### src/hdl/tprs_pkg.sv
// Package: register map, field layout and encodings of the timer pin route select block
package tprs_pkg;
    localparam int          TPRS_AW            = 4;
    localparam int          TPRS_DW            = 32;
    localparam int          TPRS_GROUPS        = 2;
    localparam int          TPRS_CH_PER_GROUP  = 4;
    localparam int          TPRS_OPTS          = 3;
    localparam int          TPRS_SEL_W         = 2;
    // Register byte addresses
    localparam logic [3:0]  TPRS_OFS_ROUTE_LO  = 4'h0;
    localparam logic [3:0]  TPRS_OFS_ROUTE_HI  = 4'h4;
    // Field positions, even channel slot 0 and 2, odd slot 1 and 3
    localparam int          TPRS_SLOT_STRIDE   = 8;
    localparam int          TPRS_B_IN_LSB      = 4;
    localparam int          TPRS_A_OUT_LSB     = 2;
    localparam int          TPRS_A_IN_LSB      = 0;
    localparam logic [31:0] TPRS_WRITE_MASK    = 32'h3F3C3F3C;
    localparam logic [31:0] TPRS_RESET_VALUE   = 32'h00000000;
    // Select encodings
    localparam logic [1:0]  TPRS_SEL_OFF       = 2'h0;
    localparam logic [1:0]  TPRS_SEL_OPT0      = 2'h1;
    localparam logic [1:0]  TPRS_SEL_OPT1      = 2'h2;
    localparam logic [1:0]  TPRS_SEL_OPT2      = 2'h3;
endpackage : tprs_pkg

### src/hdl/tprs_in_mux.sv
// One-of-three pin option selector for a timer input
`timescale 1ns/1ps
`default_nettype none
module tprs_in_mux
    import tprs_pkg::*;
(
    input  wire logic [tprs_pkg::TPRS_SEL_W-1:0] sel,
    input  wire logic [tprs_pkg::TPRS_OPTS-1:0]  pin_in,
    output logic                                 timer_in
);
    always_comb begin
        unique case (sel)
            TPRS_SEL_OPT1: timer_in = pin_in[1];
            TPRS_SEL_OPT2: timer_in = pin_in[2];
            default:       timer_in = pin_in[0];  // 00 and 01 both pick option 0
        endcase
    end
endmodule : tprs_in_mux
`default_nettype wire

### src/hdl/tprs_out_mux.sv
// Timer output steering onto one of three pin options
`timescale 1ns/1ps
`default_nettype none
module tprs_out_mux
    import tprs_pkg::*;
(
    input  wire logic [tprs_pkg::TPRS_SEL_W-1:0] sel,
    input  wire logic                            timer_out,
    output logic      [tprs_pkg::TPRS_OPTS-1:0]  pin_out,
    output logic      [tprs_pkg::TPRS_OPTS-1:0]  pin_oe
);
    always_comb begin
        pin_oe = '0;
        unique case (sel)
            TPRS_SEL_OFF:  pin_oe = '0;
            TPRS_SEL_OPT0: pin_oe[0] = 1'b1;
            TPRS_SEL_OPT1: pin_oe[1] = 1'b1;
            TPRS_SEL_OPT2: pin_oe[2] = 1'b1;
        endcase
        pin_out = pin_oe & {TPRS_OPTS{timer_out}};
    end
endmodule : tprs_out_mux
`default_nettype wire

### src/hdl/tprs_top.sv
// Timer pin route select: two routing registers steering channels 8..15 to pin options
//
// How it works
// - Channel 11 fields: B input 29:28, A output 27:26, A input 25:24.
// - Channel 10 fields: B input 21:20, A output 19:18, no A input.
// - Channel 9 fields: B input 13:12, A output 11:10, A input 9:8.
// - Channel 8 fields: B input 5:4, A output 3:2, no A input.
// - Reserved ranges always read zero; software writes them as zero.
// - B input select: 00/01 option 0, 10 option 1, 11 option 2.
// - A output select: 00 drives nothing, 01/10/11 drive option 0/1/2.
// - Odd A input select: 00/01 option 0, 10 option 1, 11 option 2.
// - Select fields reset to 00 and read back as last written.
// - Even A output only, odd A both ways, B input only.
// - Odd A output nonzero makes it an output; its input select is ignored.
// - Deep-standby reset leaves both routing registers untouched.
// - An input pin may carry back another function's output to the timer.
// - First register serves channels 8 to 11 only.
// - Second register serves channels 12 to 15 with the same layout.
`timescale 1ns/1ps
`default_nettype none
module tprs_top
    import tprs_pkg::*;
#(
    parameter int CHANNELS = tprs_pkg::TPRS_GROUPS * tprs_pkg::TPRS_CH_PER_GROUP
)
(
    input  wire logic                                       clock,
    input  wire logic                                       rst_b,
    input  wire logic                                       deep_standby_rst,
    input  wire logic [tprs_pkg::TPRS_AW-1:0]               reg_addr,
    input  wire logic [tprs_pkg::TPRS_DW-1:0]               reg_wdata,
    input  wire logic                                       reg_wr,
    input  wire logic                                       reg_rd,
    output logic      [tprs_pkg::TPRS_DW-1:0]               reg_rdata,
    input  wire logic [CHANNELS-1:0]                        timer_io_a_out,
    output logic      [CHANNELS-1:0]                        timer_io_a_in,
    output logic      [CHANNELS-1:0]                        timer_io_b_in,
    input  wire logic [CHANNELS*tprs_pkg::TPRS_OPTS-1:0]    pin_a_in,
    output logic      [CHANNELS*tprs_pkg::TPRS_OPTS-1:0]    pin_a_out,
    output logic      [CHANNELS*tprs_pkg::TPRS_OPTS-1:0]    pin_a_oe,
    input  wire logic [CHANNELS*tprs_pkg::TPRS_OPTS-1:0]    pin_b_in
);
    import tprs_pkg::*;

    typedef struct packed {
        logic [TPRS_DW-1:0] route_lo;
        logic [TPRS_DW-1:0] route_hi;
        logic [TPRS_DW-1:0] rdata;
    } tprs_state_t;

    tprs_state_t state_r;
    tprs_state_t state_nxt;

    // Field extraction shared by every channel
    function automatic logic [TPRS_SEL_W-1:0] field_of(input logic [TPRS_DW-1:0] word,
                                                       input int slot, input int lsb);
        field_of = word[slot*TPRS_SLOT_STRIDE + lsb +: TPRS_SEL_W];
    endfunction : field_of

    always_comb begin
        state_nxt = state_r;
        state_nxt.rdata = '0;
        if (reg_wr && reg_addr == TPRS_OFS_ROUTE_LO) begin
            state_nxt.route_lo = reg_wdata & TPRS_WRITE_MASK;
        end
        if (reg_wr && reg_addr == TPRS_OFS_ROUTE_HI) begin
            state_nxt.route_hi = reg_wdata & TPRS_WRITE_MASK;
        end
        if (reg_rd) begin
            unique case (reg_addr)
                TPRS_OFS_ROUTE_LO: state_nxt.rdata = state_r.route_lo;
                TPRS_OFS_ROUTE_HI: state_nxt.rdata = state_r.route_hi;
                default:           state_nxt.rdata = '0;
            endcase
        end
    end

    // Deep-standby reset is not a reset for this state, so it is never consulted
    always_ff @(posedge clock) begin
        if (!rst_b) begin
            state_r.route_lo <= TPRS_RESET_VALUE;
            state_r.route_hi <= TPRS_RESET_VALUE;
            state_r.rdata    <= '0;
        end else begin
            state_r <= state_nxt;
        end
    end

    assign reg_rdata = state_r.rdata;

    genvar ch;
    generate
        for (ch = 0; ch < CHANNELS; ch++) begin : g_ch
            localparam int SLOT = ch % TPRS_CH_PER_GROUP;
            localparam bit ODD  = (ch % 2) == 1;
            logic [TPRS_DW-1:0]    word;
            logic [TPRS_SEL_W-1:0] b_sel;
            logic [TPRS_SEL_W-1:0] a_out_sel;
            logic [TPRS_SEL_W-1:0] a_in_sel;
            logic                  a_in_raw;
            assign word      = (ch < TPRS_CH_PER_GROUP) ? state_r.route_lo : state_r.route_hi;
            assign b_sel     = field_of(word, SLOT, TPRS_B_IN_LSB);
            assign a_out_sel = field_of(word, SLOT, TPRS_A_OUT_LSB);
            assign a_in_sel  = ODD ? field_of(word, SLOT, TPRS_A_IN_LSB) : TPRS_SEL_OFF;

            tprs_in_mux u_b_in (
                .sel      (b_sel),
                .pin_in   (pin_b_in[ch*TPRS_OPTS +: TPRS_OPTS]),
                .timer_in (timer_io_b_in[ch])
            );

            tprs_out_mux u_a_out (
                .sel       (a_out_sel),
                .timer_out (timer_io_a_out[ch]),
                .pin_out   (pin_a_out[ch*TPRS_OPTS +: TPRS_OPTS]),
                .pin_oe    (pin_a_oe[ch*TPRS_OPTS +: TPRS_OPTS])
            );

            tprs_in_mux u_a_in (
                .sel      (a_in_sel),
                .pin_in   (pin_a_in[ch*TPRS_OPTS +: TPRS_OPTS]),
                .timer_in (a_in_raw)
            );

            // Input path keeps the pin level even when another function drives it
            assign timer_io_a_in[ch] = (ODD && a_out_sel == TPRS_SEL_OFF) ? a_in_raw : 1'b0;

            p_dir_excl: assert property (@(posedge clock) disable iff (!rst_b)
                (a_out_sel != TPRS_SEL_OFF) |-> !timer_io_a_in[ch])
                else $error("a input active while a output routed");
            p_oe_onehot: assert property (@(posedge clock) disable iff (!rst_b)
                $onehot0(pin_a_oe[ch*TPRS_OPTS +: TPRS_OPTS]))
                else $error("more than one a pin enabled");
        end
    endgenerate

    property p_write_lo;
        @(posedge clock) disable iff (!rst_b)
        (reg_wr && reg_addr == TPRS_OFS_ROUTE_LO) |=> state_r.route_lo == ($past(reg_wdata) & TPRS_WRITE_MASK);
    endproperty
    a_write_lo: assert property (p_write_lo) else $error("low route word not stored");

    property p_write_hi;
        @(posedge clock) disable iff (!rst_b)
        (reg_wr && reg_addr == TPRS_OFS_ROUTE_HI) |=> state_r.route_hi == ($past(reg_wdata) & TPRS_WRITE_MASK);
    endproperty
    a_write_hi: assert property (p_write_hi) else $error("high route word not stored");

    property p_rsvd_zero;
        @(posedge clock) disable iff (!rst_b)
        (reg_rdata & ~TPRS_WRITE_MASK) == '0;
    endproperty
    a_rsvd_zero: assert property (p_rsvd_zero) else $error("reserved bits read nonzero");

    property p_readback;
        @(posedge clock) disable iff (!rst_b)
        (reg_rd && !reg_wr && reg_addr == TPRS_OFS_ROUTE_LO) |=> reg_rdata == $past(state_r.route_lo);
    endproperty
    a_readback: assert property (p_readback) else $error("readback mismatch");

    property p_after_reset;
        @(posedge clock) !rst_b |=> (state_r.route_lo == TPRS_RESET_VALUE && state_r.route_hi == TPRS_RESET_VALUE);
    endproperty
    a_after_reset: assert property (p_after_reset) else $error("routes not cleared by reset");

    property p_deep_keep;
        @(posedge clock) disable iff (!rst_b)
        (deep_standby_rst && !reg_wr) |=> $stable(state_r.route_lo) && $stable(state_r.route_hi);
    endproperty
    a_deep_keep: assert property (p_deep_keep) else $error("deep standby changed routes");

    property p_b_opt2;
        @(posedge clock) disable iff (!rst_b)
        (state_r.route_lo[29:28] == TPRS_SEL_OPT2) |-> timer_io_b_in[3] == pin_b_in[3*TPRS_OPTS + 2];
    endproperty
    a_b_opt2: assert property (p_b_opt2) else $error("ch11 b input option wrong");

    property p_a8_opt1;
        @(posedge clock) disable iff (!rst_b)
        (state_r.route_lo[3:2] == TPRS_SEL_OPT1) |-> pin_a_oe[1] && pin_a_out[1] == timer_io_a_out[0];
    endproperty
    a_a8_opt1: assert property (p_a8_opt1) else $error("ch8 a output option wrong");
endmodule : tprs_top
`default_nettype wire
### config.mk
export PLATFORM = sky130hd
export DESIGN_NAME = tprs_top
export DESIGN_NICKNAME = d
export VERILOG_FILES = /design/src/hdl/tprs_pkg.sv /design/src/hdl/tprs_in_mux.sv /design/src/hdl/tprs_out_mux.sv /design/src/hdl/tprs_top.sv
export SDC_FILE = /design/constraint.sdc
export NUM_CORES = 1
export LEC_CHECK = 0
export BUFFER_PORTS_ARGS = -buffer_cell sky130_fd_sc_hd__buf_2
export CORE_MARGIN = 1
export CORE_UTILIZATION = 25
export DETAILED_ROUTE_END_ITERATION = 10
export GPL_TIMING_DRIVEN = 0
export PLACE_DENSITY = 0.5
export SLEW_MARGIN = 20
export SYNTH_ARGS = -nofsm -noshare
export SYNTH_HDL_FRONTEND = slang
export SYNTH_SLANG_ARGS = --single-unit
### constraint.sdc
create_clock -name clock -period 2 [get_ports clock]
set_input_delay 0.1 -clock clock [delete_from_list [all_inputs] [get_ports clock]]
set_output_delay 0.1 -clock clock [all_outputs]
set_load 0.02 [all_outputs]
==> results.json <==
{
  "cts_tree": "built",
  "status": "complete, no violations",
  "path_class": "reg2out",
  "dr.pass1.iters": 4,
  "synth_edf_count": 0,
  "cts-root-buf": "clkbuf_16",
  "syn_to_final_growth_pct": 44.4,
  "drv_slew": 0,
  "dieArea_um2": 11900,
  "grt_antenna_before_repair": 0,
  "dp_cells": 624,
  "drtIter0Drc": 61,
  "wl_per_cell_um": 13.2,
  "synth-seq-area-share_pct": 42.0,
  "crit_path_start_kind": "flop",
  "synth.distinct_cells": 21,
  "cts_htree_levels": 3,
  "synth_area_leaders": "dfxtp_1, mux2i_1, nand2_1",
  "yosysMostFrequentCell": "nand2_1",
  "placed_area_um2": 3840,
  "final_area_um2": 4130,
  "cts-buffers-inserted": 9,
  "io_pins": 193,
  "cp.required_ns": 1.90,
  "io_buffers": 150,
  "grt_setup_unrepaired": "false",
  "dp_hpwl_um": 6310,
  "cp_top_family": "compound AO/OA/AOI/OAI gates",
  "crit_path_max_incr_delay_ns": 0.47,
  "maxCapViolations": 0,
  "synth_top_cell_area_share_pct": 42.0,
  "cts.sinks": 60,
  "fp.dieW_um": 109,
  "antenna_cells": 0,
  "post-route-min-period_ns": 1.62,
  "grt_pass1_vias": 2467,
  "fmax_mhz": 618,
  "slew_headroom_pct": 58.1,
  "critical_path.slowest_cell": "a2111oi_0",
  "rows": 38,
  "drc": 0,
  "worstSetupEndpointType": "primary output",
  "clk_latency_ns": 0.32,
  "syn_avg_cell_area_um2": 8.97,
  "postRouteAntennaNets": 0,
  "vias": 2711,
  "leakagePower_nw": 2.19,
  "ys_async_sr_fraction_pct": 0,
  "drive_gt1_share_pct": 38.7,
  "grt_max_degree": 11,
  "ctsResizeCount": 0,
  "synthTopCellsByCount": "nand2_1, dfxtp_1, mux2i_1",
  "synthFlopType": "dfxtp_1",
  "worstPathCellList": "mux2i_1, a2111oi_0, buf_2",
  "grt_first_pass_wirelength_um": 12600,
  "finalSetupViolations": 0,
  "die_h_um": 109,
  "worstPathMaxFanout": 3,
  "gp_congestion": 0.773,
  "syn_area_um2": 2860,
  "arrival_ns": 1.52,
  "synthCells": 319,
  "stdcell_count": 639,
  "hold_buffers": 0,
  "cts_setup_buffers": 0,
  "finalCritPeriodShare_pct": 80.9,
  "fin_setup_tns_ns": 0,
  "yosys_register_bits": 60,
  "hold_viol": 0,
  "max_slew.worst_pin.slew_ns": 0.629,
  "final_util_pct": 37.6,
  "clockBufferDepth": 2,
  "nets": 592,
  "vdd.ir_drop.worst_uv": 307,
  "hp-class": "in2reg",
  "yosysWarnings": 0,
  "yosysTopAreaCell": "dfxtp_1",
  "gr-total-overflow": 0,
  "viasPerCell": 4.24,
  "p_per_area_nw_per_um2": 718,
  "track_usage_pct": 14.4,
  "drt-total-wl_um": 8460,
  "cp_num_buf_inv": 1,
  "skew_ns": 0.00237,
  "coreArea_um2": 11000,
  "start_util_pct": 26.1,
  "clkSlewWorstSetupHoldPaths_ns": 0.05
}
[metal layers]
metal	up-vias	share of wire, %	track usage (%)
li1	1404	-	-
met2	102	46	23.0
met4	0	1.3	5.98
met3	9	6.8	3.83
met1	1196	46	18.1
met5	-	0	0
[metrics by stage]
step,hold slack (ns),power [W],setup slack (ns)
global route,0.0502,0.00310,0.263
floorplan,0.262,0.00141,0.337
detailed placement,0.377,0.00154,0.502
finish,0.0473,0.00297,0.382
CTS,0.0393,0.00300,0.283
global placement,0.374,0.00153,0.541
[registers in the layout, indices dropped and copies added, names as in the netlist]
signal,count
g_ch.word,40
reg_rdata,20
[logic make-up after synthesis]
family	share of synthesized area, %
multiplexers	18.2
other	0.131
AND/OR/NAND/NOR	21.9
buffers and inverters	9.05
AO/OA/AOI/OAI	8.75
flip-flops	42.0
[final cells by class]
cell class / instances / area [um2]
Clock buffer: 14 / 284
Fill cell: 1115 / 6850
Buffer: 40 / 259
Multi-Input combinational cell: 234 / 1460
Sequential cell: 60 / 1200
Tap cell: 140 / 175
Timing Repair Buffer: 150 / 751
Clock inverter: 1 / 5.00
[report_power, final]
group	internal [W]	switching (W)	total (W)
sequential	0.00121	0.0000136	0.00122
combinational	0.000131	0.000157	0.000288
clock	0.000963	0.000493	0.00146
[cell usage in the layout (no fill, tap or decap), drive strengths merged]
master and n:
buf 179, nand2 68, dfxtp 60, mux2i 52, clkbuf 25, nor2 20
a22o 20, nor2b 16, and2 16, conb 16, a21oi 8, and3 8
a2111oi 4, nand2b 1, nor4 1, or4b 1, nand4bb 1, nor3 1
nor3b 1, clkinv 1
[final timing paths]
check	start	endpoint	slack [ns]	cells past startpoint
max reg2reg	g_ch[4].word[26]	g_ch[4].word[26]	1.25	2
min reg2reg	g_ch[0].word[21]	g_ch[0].word[21]	0.49	2
max	g_ch[4].word[24]	timer_io_a_in[7]	0.38	3
min	reg_wdata[13]	g_ch[4].word[13]	0.05	3
[worst min-delay path, stage by stage]
cell     delay (ns)
buf_2          0.10
nand2_1        0.06
mux2i_1        0.06
Power figures use the tool's default switching activity.
